[config.mk]
export PLATFORM = sky130hd
export DESIGN_NAME = perf_monitor_gate
export DESIGN_NICKNAME = d
export VERILOG_FILES = /design/src/inc/perf_mon_pkg.sv /design/src/inc/counter_if.sv /design/src/hw/counter_slice.sv /design/src/hw/perf_monitor_gate.sv
export SDC_FILE = /design/constraint.sdc
export NUM_CORES = 1
export LEC_CHECK = 0
export BUFFER_PORTS_ARGS = -buffer_cell sky130_fd_sc_hd__buf_2
export CAP_MARGIN = 40
export CORE_MARGIN = 5
export CORE_UTILIZATION = 45
export DETAILED_ROUTE_END_ITERATION = 12
export RECOVER_POWER = 100
export SYNTH_ARGS = -nofsm -noshare
export SYNTH_HDL_FRONTEND = slang
export SYNTH_HIERARCHICAL = 1
export SYNTH_SLANG_ARGS = --single-unit
[constraint.sdc]
create_clock -name ref_clk -period 3.29 [get_ports ref_clk]
set_input_delay 0.329 -clock ref_clk [delete_from_list [all_inputs] [get_ports ref_clk]]
set_output_delay 0.329 -clock ref_clk [all_outputs]
set_load 0.05 [all_outputs]
[src/inc/perf_mon_pkg.sv]
// Shared constants for the performance monitor enable and overflow block.
package perf_mon_pkg;
  localparam int DATA_W = 64;
  localparam int INDEX_W = 8;
  localparam int STATUS_REGS = 4;
  localparam int STATUS_WORD_W = 64;
  localparam int STATUS_W = STATUS_REGS * STATUS_WORD_W;
  localparam int WORD_SEL_W = 2;
  localparam int HALT_BIT = 0;
  localparam int FIRST_COUNTER = 4;
  localparam int DEFAULT_COUNTERS = 4;
  localparam int DEFAULT_COUNT_W = 32;
  localparam int DEFAULT_MSM = 1;
  localparam int PRIV_LEVEL_W = 2;
  localparam logic [PRIV_LEVEL_W-1:0] PRIV_LEVEL_0 = 2'h0;
  localparam int PLM_LSB = 0;
  localparam int PLM_W = 4;
  localparam int EV_BIT = 4;
  localparam int OI_BIT = 5;
  localparam int PM_BIT = 6;
  localparam int ES_LSB = 8;
  localparam int ES_W = 8;
  localparam logic SPACE_CONFIG = 1'b0;
  localparam logic SPACE_DATA = 1'b1;
  localparam logic [DATA_W-1:0] ZERO_WORD = 64'h0;
endpackage
[src/inc/counter_if.sv]
// Link between the overflow and gating logic and one generic counter slice.
`timescale 1ns/1ps
interface counter_if;
  logic cfg_we;
  logic dat_we;
  logic [63:0] wdata;
  logic halt;
  logic user_run;
  logic priv_run;
  logic [1:0] priv_level;
  logic event_hit;
  logic enable;
  logic overflow;
  logic irq_en;
  logic ext_vis;
  logic priv;
  logic [63:0] data_value;
  logic [63:0] config_value;
  modport ctrl (
    output cfg_we, dat_we, wdata, halt, user_run, priv_run, priv_level, event_hit,
    input enable, overflow, irq_en, ext_vis, priv, data_value, config_value
  );
  modport slice (
    input cfg_we, dat_we, wdata, halt, user_run, priv_run, priv_level, event_hit,
    output enable, overflow, irq_en, ext_vis, priv, data_value, config_value
  );
endinterface

[src/hw/counter_slice.sv]
// One generic counter: configuration fields, the count and its wrap detection.
`timescale 1ns/1ps
module counter_slice
  import perf_mon_pkg::*;
#(
  parameter int COUNT_W = DEFAULT_COUNT_W
) (
  input wire logic ref_clk,
  input wire logic reset,
  counter_if.slice link
);
  logic [PLM_W-1:0] plm;
  logic ext_vis;
  logic irq_en;
  logic priv;
  logic [ES_W-1:0] event_sel;
  logic [COUNT_W-1:0] count;
  wire [COUNT_W:0] sum;
  wire active;
  wire step;

  //////////////////////////////////////////////////////////////////////////////

  assign active = ~link.halt & plm[link.priv_level] &
                  (priv ? link.priv_run : link.user_run);
  assign step = active & link.event_hit;
  assign sum = {1'b0, count} + {{COUNT_W{1'b0}}, 1'b1};
  // A software write to the count takes the cycle, so no wrap is reported then.
  assign link.overflow = step & sum[COUNT_W] & ~link.dat_we;
  assign link.enable = active;
  assign link.irq_en = irq_en;
  assign link.ext_vis = ext_vis;
  assign link.priv = priv;
  assign link.data_value = {{(DATA_W-COUNT_W){count[COUNT_W-1]}}, count};
  assign link.config_value = {{(DATA_W-ES_LSB-ES_W){1'b0}}, event_sel, 1'b0, priv,
                              irq_en, ext_vis, plm};

  //////////////////////////////////////////////////////////////////////////////

  always_ff @(posedge ref_clk) begin
    if (reset) begin
      plm <= 4'h0;
      ext_vis <= 1'b0;
      irq_en <= 1'b0;
      priv <= 1'b0;
      event_sel <= 8'h0;
    end else if (link.cfg_we) begin
      plm <= link.wdata[PLM_LSB +: PLM_W];
      ext_vis <= link.wdata[EV_BIT];
      irq_en <= link.wdata[OI_BIT];
      priv <= link.wdata[PM_BIT];
      event_sel <= link.wdata[ES_LSB +: ES_W];
    end
  end

  // Steps up by one or loads a write, so a running count reads back smaller only after a wrap or a write.
  always_ff @(posedge ref_clk) begin
    if (reset) begin
      count <= '0;
    end else if (link.dat_we) begin
      count <= link.wdata[COUNT_W-1:0];
    end else if (step) begin
      count <= sum[COUNT_W-1:0];
    end
  end
endmodule

[src/hw/perf_monitor_gate.sv]
// Performance monitor enable gating, read protection and overflow status.
// Function
// - Count only when not halted, level mask bit set, and matching run bit set.
// - Select bit zero makes a user monitor readable by non-privileged code.
// - Secure user monitors keep counting but read zero to non-privileged code.
// - Privileged monitors return value only at level zero, otherwise zero.
// - Level zero always reads value; higher levels need secure and select both zero.
// - User monitors start and stop together with the user run bit.
// - Privileged monitors start and stop together with the privileged run bit.
// - Running counters are readable and read back smaller only after a wrap or a software write.
// - Moves take index and value from registers; moves out need no serialization.
// - Four status words hold 256 bits; counter i maps to word i/64 bit i%64.
// - Interrupting overflow sets its status bit, raises interrupt and sets halt.
// - Non-interrupting overflow sets only its status bit; counting continues.
// - Mask bit set blocks pending the interrupt; clear lets it pend.
// - Word zero bit 0 is halt, bits 3:1 ignored, bits 63:4 overflow.
// - Halt stops counting and freezes overflow bits; writing zero resumes.
// - Overflow is a carry out of the top implemented count bit.
// - Overflow and halt bits are sticky; only software clears them.
// - Status bits of unimplemented monitors read zero and ignore writes.
`timescale 1ns/1ps
module perf_monitor_gate
  import perf_mon_pkg::*;
#(
  parameter int NUM_COUNTERS = DEFAULT_COUNTERS,
  parameter int COUNT_W = DEFAULT_COUNT_W,
  parameter int NUM_MSM = DEFAULT_MSM
) (
  input wire logic ref_clk,
  input wire logic reset,
  input wire logic user_monitor_run,
  input wire logic priv_monitor_run,
  input wire logic [PRIV_LEVEL_W-1:0] current_priv_level,
  input wire logic secure_user_monitors,
  input wire logic overflow_irq_mask,
  input wire logic irq_pend_ack,
  input wire logic [NUM_COUNTERS-1:0] event_pulse,
  input wire logic [NUM_MSM-1:0] msm_irq_event,
  input wire logic reg_wr_en,
  input wire logic reg_rd_en,
  input wire logic reg_space,
  input wire logic [INDEX_W-1:0] reg_index,
  input wire logic [DATA_W-1:0] reg_wdata,
  output logic [DATA_W-1:0] reg_rd_data,
  output logic reg_rd_valid,
  output logic [NUM_COUNTERS-1:0] monitor_enable,
  output logic [NUM_COUNTERS-1:0] ext_overflow_notify,
  output logic halt_all_monitors,
  output logic monitor_irq
);
  localparam int MSM_FIRST = FIRST_COUNTER + NUM_COUNTERS;

  logic [STATUS_W-1:0] status;
  logic irq_pending;
  wire [STATUS_W-1:0] next_status;
  wire [STATUS_W-1:0] hw_set;
  wire [STATUS_W-1:0] impl_mask;
  wire [NUM_COUNTERS-1:0] ovf;
  wire [NUM_COUNTERS-1:0] ovf_irq;
  wire [NUM_COUNTERS-1:0] ovf_ext;
  wire [NUM_COUNTERS-1:0] read_ok;
  wire [NUM_MSM-1:0] msm_fire;
  wire [DATA_W-1:0] cfg_chain [NUM_COUNTERS+1];
  wire [DATA_W-1:0] dat_chain [NUM_COUNTERS+1];
  wire halt;
  wire halt_set;
  wire irq_fire;
  wire status_hit;
  wire cfg_wr;
  wire dat_wr;
  wire level_zero;
  wire [DATA_W-1:0] status_word;
  wire [DATA_W-1:0] next_rd_data;

  //////////////////////////////////////////////////////////////////////////////
  // Access decode.

  assign cfg_wr = reg_wr_en & (reg_space == SPACE_CONFIG);
  assign dat_wr = reg_wr_en & (reg_space == SPACE_DATA);
  assign status_hit = (reg_index < INDEX_W'(STATUS_REGS));
  assign level_zero = (current_priv_level == PRIV_LEVEL_0);
  assign halt = status[HALT_BIT];

  //////////////////////////////////////////////////////////////////////////////
  // Counter slices and their enable and read gating.

  counter_if links [NUM_COUNTERS] ();

  assign cfg_chain[0] = ZERO_WORD;
  assign dat_chain[0] = ZERO_WORD;

  for (genvar i = 0; i < NUM_COUNTERS; i++) begin : g_cnt
    wire idx_hit;
    assign idx_hit = (reg_index == INDEX_W'(FIRST_COUNTER + i));
    assign links[i].cfg_we = cfg_wr & idx_hit;
    assign links[i].dat_we = dat_wr & idx_hit;
    assign links[i].wdata = reg_wdata;
    assign links[i].halt = halt;
    assign links[i].user_run = user_monitor_run;
    assign links[i].priv_run = priv_monitor_run;
    assign links[i].priv_level = current_priv_level;
    assign links[i].event_hit = event_pulse[i];
    assign monitor_enable[i] = links[i].enable;
    assign ovf[i] = links[i].overflow;
    assign ovf_irq[i] = links[i].overflow & links[i].irq_en;
    assign ovf_ext[i] = links[i].overflow & links[i].ext_vis;
    // User monitors read freely unless secured; privileged ones only at level zero.
    assign read_ok[i] = level_zero |
                        (~links[i].priv & ~secure_user_monitors);
    assign cfg_chain[i+1] = cfg_chain[i] |
                            (idx_hit ? links[i].config_value : ZERO_WORD);
    assign dat_chain[i+1] = dat_chain[i] |
                            ((idx_hit & read_ok[i]) ? links[i].data_value : ZERO_WORD);

    counter_slice #(
      .COUNT_W(COUNT_W)
    ) u_slice (
      .ref_clk(ref_clk),
      .reset(reset),
      .link(links[i])
    );
  end

  //////////////////////////////////////////////////////////////////////////////
  // Overflow status bits, halt bit and their sticky update.

  assign msm_fire = msm_irq_event & {NUM_MSM{~halt}};
  assign halt_set = (|ovf_irq) | (|msm_fire);
  assign irq_fire = halt_set;

  for (genvar b = 0; b < STATUS_W; b++) begin : g_bit
    wire wr_bit;
    assign wr_bit = cfg_wr & status_hit &
                    (reg_index[WORD_SEL_W-1:0] == WORD_SEL_W'(b / STATUS_WORD_W));
    if (b == HALT_BIT) begin : g_halt
      assign impl_mask[b] = 1'b1;
      assign hw_set[b] = halt_set;
    end else if (b >= FIRST_COUNTER && b < MSM_FIRST) begin : g_gen
      assign impl_mask[b] = 1'b1;
      assign hw_set[b] = ovf[b - FIRST_COUNTER];
    end else if (b >= MSM_FIRST && b < MSM_FIRST + NUM_MSM) begin : g_msm
      assign impl_mask[b] = 1'b1;
      assign hw_set[b] = msm_fire[b - MSM_FIRST];
    end else begin : g_none
      assign impl_mask[b] = 1'b0;
      assign hw_set[b] = 1'b0;
    end
    // Software may clear or set; a hardware set in the same cycle still lands.
    assign next_status[b] = ((wr_bit ? reg_wdata[b % STATUS_WORD_W] : status[b]) &
                            impl_mask[b]) | hw_set[b];
  end

  always_ff @(posedge ref_clk) begin
    if (reset) begin
      status <= '0;
    end else begin
      status <= next_status;
    end
  end

  assign halt_all_monitors = halt;

  //////////////////////////////////////////////////////////////////////////////
  // Monitor interrupt level and external overflow notification.

  always_ff @(posedge ref_clk) begin
    if (reset) begin
      irq_pending <= 1'b0;
    end else if (irq_fire & ~overflow_irq_mask) begin
      irq_pending <= 1'b1;
    end else if (irq_pend_ack | overflow_irq_mask) begin
      irq_pending <= 1'b0;
    end
  end

  assign monitor_irq = irq_pending;

  always_ff @(posedge ref_clk) begin
    if (reset) begin
      ext_overflow_notify <= '0;
    end else begin
      ext_overflow_notify <= ovf_ext;
    end
  end

  //////////////////////////////////////////////////////////////////////////////
  // Register read port.

  assign status_word = status[reg_index[WORD_SEL_W-1:0] * STATUS_WORD_W +: STATUS_WORD_W];
  assign next_rd_data = (reg_space == SPACE_CONFIG) ?
                        (status_hit ? status_word : cfg_chain[NUM_COUNTERS]) :
                        dat_chain[NUM_COUNTERS];

  always_ff @(posedge ref_clk) begin
    if (reset) begin
      reg_rd_data <= ZERO_WORD;
      reg_rd_valid <= 1'b0;
    end else begin
      reg_rd_valid <= reg_rd_en;
      if (reg_rd_en) begin
        reg_rd_data <= next_rd_data;
      end
    end
  end
endmodule

==> qor.csv, run 1 <==
metric;value;unit
run status;finished, violations left;
violated checks;capacitance limit, slew limit;
first-pass GRT wire length;87110;µm
Synth Flop Type;sky130_fd_sc_hd__dfxtp_1;
number of global-route vias before repair;14820;
TritonCTS clock tree;yes;
maximum operating frequency;0.3472;GHz
GRT Overall Usage;24.47;%
Setup crit start kind;flip-flop;
number of cells in the design after placement;2627;
die outline area;0.04574;mm²
Root Driver;sky130_fd_sc_hd__clkbuf_16;
global route hottest layer;met2;
number of synthesized flops with an enable pin;0;
data required time at the worst endpoint;3730;ps
fraction of layout instances using a drive strength above 1;11.14;%
overall power;7891;µW
H-tree lvl count;2;
Die Wd;213.9;µm
Netlist Area Pre-Place;0.01870;mm²
vertical die dimension;213.9;µm
grt met2 use;39.46;%
worst IR drop on VDD;253.8;µV
asr flop ratio synth;0;%
Reg power frac;41.5;%
final cell count without fillers;2689;
Area Overhead vs Synth;1.565;%
Post-layout nets;2225;
Power Density;415.4;mW/mm²
number of hold violations in the final report;0;
synthesis-stage register bit count;264;
top post-synthesis cells by area;sky130_fd_sc_hd__dfxtp_1, sky130_fd_sc_hd__buf_4, sky130_fd_sc_hd__mux2i_1;
design internal power;5893;µW
Tmin final;2880;ps
commonest cells in the synthesized netlist;sky130_fd_sc_hd__buf_4, sky130_fd_sc_hd__dfxtp_1, sky130_fd_sc_hd__nor2_1;
share of the cycle needed by the critical path after routing;87.54;%
Wirelength per Cell;21.47;µm
area share of the leading cell type in the synthesized netlist;28.26;%
final clock skew;13.71;ps
met1 usage;32.69;%
largest area contributor in the netlist;sky130_fd_sc_hd__dfxtp_1;
clock transition at the registers of the reported paths;60;ps
class of the worst hold path;in -> reg;
count of input and output buffers;131;
initial standard-cell utilization of the core;45.60;%
post-detailed-route DRC marker count;0;
DRT Pass-1 Iters;6;
global-route met3 utilization;3.614;%
final number of max-transition violations;142;
net switching share of the total power;25.31;%
Final ANT Viol Nets;0;
combinational group share of total power;9.3;%
arrival time at the worst endpoint;3320;ps
post-synth cell types;70;
Vias;15730;
number of maximum-capacitance constraint violations;1;
Final Wtd Congestion;0.9731;
Core Region;0.04102;mm²
leakage power;0.006806;µW
Worst Max-Slew Pin Slew;1668;ps
Clock Latency Late Sink;530;ps
final setup violation count;0;
Detailed Place HPWL;41140;µm
antenna violations before repair;4;
Clock Path Buffers;3;
via/cell ratio;5.850;
setup repair after global routing missed its margin;no;
Max Fanout on Critical Path;8;
wire length after detailed routing;57720;µm
critical path endpoint category;flip-flop;
Slew Limit Headroom;-11.18;%
setup TNS;0;ps
warnings from Yosys;6;
initial drt markers;1334;
WS Path Type;reg -> reg;
dominant cell by count in the synthesized netlist;sky130_fd_sc_hd__buf_4;
total clock buffers created by CTS;34;
Syn Area/Cell;8.463;µm²
total gr overflow;0;
number of instances in the synthesized netlist;2210;
clock sink count;264;
largest net degree at the start of global routing;142;
floorplan row count;74;
Sw Pwr;1997;µW
sequential area share after synthesis;28.26;%
I/O pins;164;
part of the power in the clock network;49.2;%
## timing repair
item                      in CTS  in global routing
hold buffers                   1                  0
setup buffers                  0                  0
gates resized for setup        0                  0
hold endpoints to repair       1                  0
## routing by layer
metal	vias to the layer above	share of wire, %	wire (µm)
li1	7395	-	-
met1	7592	43	24550
met2	599	46	26510
met3	139	6.8	3922
met4	6	4.7	2714
met5	-	0.038	22
## power by group through the flow
stage | Clock (µW) | Sequential (µW) | Combinational [µW]
floorplan | 0 | 3470 | 534
global placement | 0 | 3340 | 728
detailed placement | 0 | 3340 | 737
CTS | 3950 | 3270 | 739
global route | 4070 | 3280 | 793
finish | 3880 | 3270 | 735
## worst max-delay path, cell delays in order (launching register included)
cell	delay [ps]
sky130_fd_sc_hd__dfxtp_1	470
sky130_fd_sc_hd__nand4_2	210
sky130_fd_sc_hd__or4_1	870
sky130_fd_sc_hd__nor2_1	370
sky130_fd_sc_hd__and4_1	380
sky130_fd_sc_hd__nand2_1	100
sky130_fd_sc_hd__nand3_1	80
sky130_fd_sc_hd__a221oi_1	80
sky130_fd_sc_hd__a211oi_1	220
## registers in the layout, indices dropped and copies added (netlist names)
name,cells
ext_overflow_notify,4
g_cnt.u_slice/event_sel,32
reg_rd_data,64
reg_rd_valid,1
g_cnt.u_slice/count,128
g_cnt.u_slice/link.irq_en,4
g_cnt.u_slice/plm,16
status,6
g_cnt.u_slice/link.priv,4
monitor_irq,1
g_cnt.u_slice/link.ext_vis,4
## through the flow
step           hold slack, ps  setup WS [ps]  instance area (µm²)  utilization, %
5_1_grt                 82.43          283.4                18990           46.30
4_1_cts                 52.50          698.0                19230           46.87
3_5_place_dp            456.7          623.4                18050           44.01
3_3_place_gp            454.8          666.2                18020           43.94
6_report                73.39          409.8                19000           46.32
2_1_floorplan           407.5          633.1                19420               -
## cells by family (layout without fill, tap and decap cells)
family / Yosys count / after routing / share of synthesized area, %
XOR/XNOR: 87 / 87 / 4.074
flip-flops: 264 / 264 / 28.26
multiplexers: 191 / 191 / 12.54
other: 4 / 198 / 0.08025
AO/OA/AOI/OAI: 490 / 490 / 19.35
buffers and inverters: 530 / 283 / 17.87
adder cells (fa/ha/maj): 4 / 4 / 0.2676
AND/OR/NAND/NOR: 640 / 640 / 17.56
## cell type report
class                           count  area, µm²
Tap cell                          532      665.6
Clock inverter                      7      113.9
Inverter                           37      138.9
Timing Repair Buffer              187      977.2
Multi-Input combinational cell   1608      10760
Sequential cell                   264       5285
Clock buffer                       52       1050
Antenna cell                        2      5.005
Fill cell                        4058      22020
## placed cells by master, fill, tap and decap left out, types with 17 or more instances in the layout
| cell | instances |
|---|---|
| sky130_fd_sc_hd__clkbuf_1 | 96 |
| sky130_fd_sc_hd__o21bai_1 | 29 |
| sky130_fd_sc_hd__buf_4 | 35 |
| sky130_fd_sc_hd__and3_1 | 25 |
| sky130_fd_sc_hd__a311oi_1 | 20 |
| sky130_fd_sc_hd__nor4_1 | 22 |
| sky130_fd_sc_hd__a21oi_1 | 92 |
| sky130_fd_sc_hd__nand4_1 | 49 |
| sky130_fd_sc_hd__nor2_1 | 228 |
| sky130_fd_sc_hd__a22oi_1 | 105 |
| sky130_fd_sc_hd__o221a_2 | 19 |
| sky130_fd_sc_hd__o21ai_0 | 33 |
| sky130_fd_sc_hd__conb_1 | 196 |
| sky130_fd_sc_hd__xor2_1 | 38 |
| sky130_fd_sc_hd__mux2i_1 | 141 |
| sky130_fd_sc_hd__a211oi_1 | 45 |
| sky130_fd_sc_hd__clkbuf_16 | 35 |
| sky130_fd_sc_hd__and4_1 | 18 |
| sky130_fd_sc_hd__xnor2_1 | 49 |
| sky130_fd_sc_hd__o22a_1 | 29 |
| sky130_fd_sc_hd__buf_2 | 51 |
| sky130_fd_sc_hd__mux4_2 | 33 |
| sky130_fd_sc_hd__dfxtp_1 | 264 |
| sky130_fd_sc_hd__inv_1 | 36 |
| sky130_fd_sc_hd__nand3_1 | 56 |
| sky130_fd_sc_hd__mux2_2 | 17 |
| sky130_fd_sc_hd__nor3_1 | 42 |
| sky130_fd_sc_hd__nand2_1 | 106 |
## path summary, 6_finish.rpt
| check | startpoint | to | slack [ps] | cells past startpoint |
|---|---|---|---|---|
| max reg2reg | g_cnt[1].u_slice/count[5] | monitor_irq | 410 | 8 |
| min | irq_pend_ack | monitor_irq | 70 | 3 |
| min reg2reg | reg_rd_data[42] | reg_rd_data[42] | 470 | 1 |
| max | g_cnt[1].u_slice/count[5] | monitor_irq | 410 | 8 |
No activity file was read; power rests on OpenSTA's default activity.
==> run 2, diff against run 1 <==
--- a/config.mk
+++ b/config.mk
@@ -10,6 +10,7 @@
 export CORE_MARGIN = 5
 export CORE_UTILIZATION = 45
 export DETAILED_ROUTE_END_ITERATION = 12
+export PLACE_DENSITY = 0.65
 export RECOVER_POWER = 100
 export SYNTH_ARGS = -nofsm -noshare
 export SYNTH_HDL_FRONTEND = slang
==> constraint.sdc (replaced) <==
create_clock -name ref_clk -period 2.3 [get_ports ref_clk]
set_input_delay 0.23 -clock ref_clk [delete_from_list [all_inputs] [get_ports ref_clk]]
set_output_delay 0.23 -clock ref_clk [all_outputs]
set_load 0.05 [all_outputs]
==> run 2 against run 1 <==
Compared with the run above:
- the run still ends with capacitance limit, slew limit left
- global-route usage grew 0.43 points
- core utilization grew 2.4 points
- maximum frequency grew 27%
- worst hold slack lost 55 ps
- combinational power grew 47%
- non-clock buffer count grew 155
- clock power grew 32%
- via count grew 4.9%
- largest cell class unchanged
==> qor.csv, run 2 (synthesized netlist as in run 1, its figures left out) <==
metric;value;unit;change
worst IR drop on VDD;466.7;µV;+84%
run status;finished, violations left;;
Core Region;0.04102;mm²;unchanged
antenna violations before repair;5;;+1
number of buffer and inverter instances along the worst setup path;2;;+2
share of the cycle needed by the critical path after routing;98.85;%;+11 points
Detailed Place HPWL;43760;µm;+6.4%
final cell count without fillers;2838;;+5.5%
final number of max-transition violations;77;;-46%
cell breakdown of the critical path;o22ai_1 -> and3_1 -> clkbuf_2 -> a22oi_1 -> a21oi_1 -> clkbuf_4 -> o22a_1;;
floorplan row count;74;;unchanged
violated checks;capacitance limit, slew limit;;
cell family with the largest share of critical-path delay;compound AO/OA/AOI/OAI gates;;
total clock buffers created by CTS;31;;-8.8%
part of the power in the clock network;47.1;%;-2.1 points
Worst Max-Slew Pin Slew;1680;ps;+11.86 ps
arrival time at the worst endpoint;2790;ps;-530 ps
net switching share of the total power;25.86;%;+0.55 points
Power Density;545.7;mW/mm²;+31%
Wirelength per Cell;20.83;µm;-3.0%
maximum operating frequency;0.4398;GHz;+27%
number of fill cells;4020;;-0.94%
design internal power;8079;µW;+37%
Reg power frac;43.0;%;+1.5 points
leakage power;0.007441;µW;+9.3%
critical path endpoint category;flip-flop;;
antenna diode count;0;;-2
Post-layout nets;2377;;+6.8%
wire length after detailed routing;59110;µm;+2.4%
DRT Pass-1 Iters;6;;unchanged
die outline area;0.04574;mm²;unchanged
setup repair after global routing missed its margin;no;;
first-pass GRT wire length;90170;µm;+3.5%
number of cells in the design after placement;2771;;+5.5%
vertical die dimension;213.9;µm;unchanged
TritonCTS clock tree;yes;;
Vias;16500;;+4.9%
Setup crit start kind;flip-flop;;
final clock skew;19.07;ps;+5.358 ps
initial standard-cell utilization of the core;45.60;%;unchanged
most common cell after layout, fill and taps aside;sky130_fd_sc_hd__dfxtp_1;;
initial drt markers;1663;;+25%
Die Wd;213.9;µm;unchanged
number of maximum-capacitance constraint violations;1;;unchanged
data required time at the worst endpoint;2820;ps;-910 ps
end-of-flow core utilization;48.68;%;+2.4 points
number of hold violations in the final report;0;;unchanged
overall power;10900;µW;+38%
class of the worst hold path;in -> reg;;
I/O pins;164;;unchanged
combinational group share of total power;9.9;%;+0.6 points
final setup violation count;0;;unchanged
register with the most flip-flops;g_cnt.u_slice/count;;
Sw Pwr;2818;µW;+41%
WS Path Type;reg -> reg;;
post-detailed-route DRC marker count;0;;unchanged
fraction of layout instances using a drive strength above 1;15.52;%;+4.4 points
Root Driver;sky130_fd_sc_hd__clkbuf_16;;
Tmin final;2274;ps;-606.6 ps
Clock Latency Late Sink;580;ps;+50 ps
clock sink count;264;;unchanged
total gr overflow;0;;unchanged
Final ANT Viol Nets;0;;unchanged
Slew Limit Headroom;-11.97;%;-0.79 points
clock transition at the registers of the reported paths;60;ps;about the same
Area Overhead vs Synth;6.749;%;
biggest registers after layout;g_cnt.u_slice/count (128), reg_rd_data (64), g_cnt.u_slice/event_sel (32);;
count of input and output buffers;131;;unchanged
GRT Overall Usage;24.90;%;+0.43 points
commonest cells after routing, fill and taps aside;sky130_fd_sc_hd__dfxtp_1, sky130_fd_sc_hd__nor2_1, sky130_fd_sc_hd__conb_1, sky130_fd_sc_hd__mux2i_1, sky130_fd_sc_hd__buf_4;;
CP max stage delay;450;ps;-420 ps
flip-flop count of the largest register after layout;128;;unchanged
Max Fanout on Critical Path;17;;+9
H-tree lvl count;1;;-1
number of global-route vias before repair;15540;;+4.9%
slowest cell on the critical path;sky130_fd_sc_hd__clkbuf_2;;
Final Wtd Congestion;0.9611;;-1.2%
Clock Path Buffers;3;;unchanged
via/cell ratio;5.815;;-0.59%
largest net degree at the start of global routing;89;;-37%
[run 2: cell types whose count changed in the layout (fill, tap and decap cells not counted), sizes merged]
| cell | change |
|---|---|
| clkinv | +2 |
| clkbuf | +38 |
| dlygate4sd3 | +8 |
| clkinvlp | +1 |
| diode | -2 |
| buf | +101 |
| bufinv | +1 |
[run 2: final timing paths]
kind | startpoint | to | slack (ps) | cells after the start
setup / recovery | g_cnt[2].u_slice/link.priv | reg_rd_data[12] | 30 | 7
hold / removal | reg_wdata[25] | g_cnt[1].u_slice/count[25] | 20 | 3
setup reg to reg | g_cnt[2].u_slice/link.priv | reg_rd_data[12] | 30 | 7
hold reg to reg | reg_rd_data[13] | reg_rd_data[13] | 480 | 1
[run 2: timing repair]
item / 4_1_cts / 5_1_grt
setup endpoints to repair: 1 / 3
hold endpoints to repair: 18 / 0
buffers inserted: 0 / 3
hold buffers: 9 / 0
gates resized for setup: 2 / 3
[run 2: power by group through the flow]
stage                     Sequential [µW]  Clock (µW)  Combinational, µW
after floorplan                      4970           0                767
after global placement               4780           0               1060
after detailed placement             4780           0               1070
after CTS                            4680        5210               1080
after global routing                 4690        5390               1170
final                                4680        5130               1080
[run 2: final cells by class]
type / count / area (µm²) / area share (%)
clock buffer: 44 / 884.6 / 4.430
clock inverter: 11 / 157.7 / 0.7896
inverter: 37 / 138.9 / 0.6956
multi-input combinational: 1608 / 10750 / 53.84
sequential: 264 / 5285 / 26.47
tap: 532 / 665.6 / 3.334
timing repair buffer: 342 / 2086 / 10.45
[run 2: per-layer routing]
layer | share of wire, % | GRT usage [%] | vias to the layer above | wire length, µm
li1 | - | - | 7700 | -
met1 | 42 | 33.61 | 7964 | 24570
met2 | 46 | 40.75 | 684 | 27460
met3 | 7.8 | 3.570 | 146 | 4584
met4 | 4.1 | 9.123 | 10 | 2432
met5 | 0.12 | 0 | - | 69
[run 2: stage by stage]
step | area (µm²) | setup TNS (ps) | hold slack (ps) | setup slack, ps
after floorplan | 19440 | 0 | 308.5 | 8.499
after CTS | 20330 | 0 | 1.772 | 1.679
after detailed placement | 19190 | -1322 | 399.4 | -170.7
after global routing | 19970 | 0 | 18.17 | 6.231
final | 19970 | 0 | 18.30 | 26.47
after global placement | 19190 | -621.7 | 397.3 | -194.8
[run 2: worst reg2reg max path, cell delays in order, from the launching register on]
cell and delay (ps):
sky130_fd_sc_hd__dfxtp_1 340, sky130_fd_sc_hd__o22ai_1 200, sky130_fd_sc_hd__and3_1 280, sky130_fd_sc_hd__clkbuf_2 450
sky130_fd_sc_hd__a22oi_1 230, sky130_fd_sc_hd__a21oi_1 400, sky130_fd_sc_hd__clkbuf_4 230, sky130_fd_sc_hd__o22a_1 100
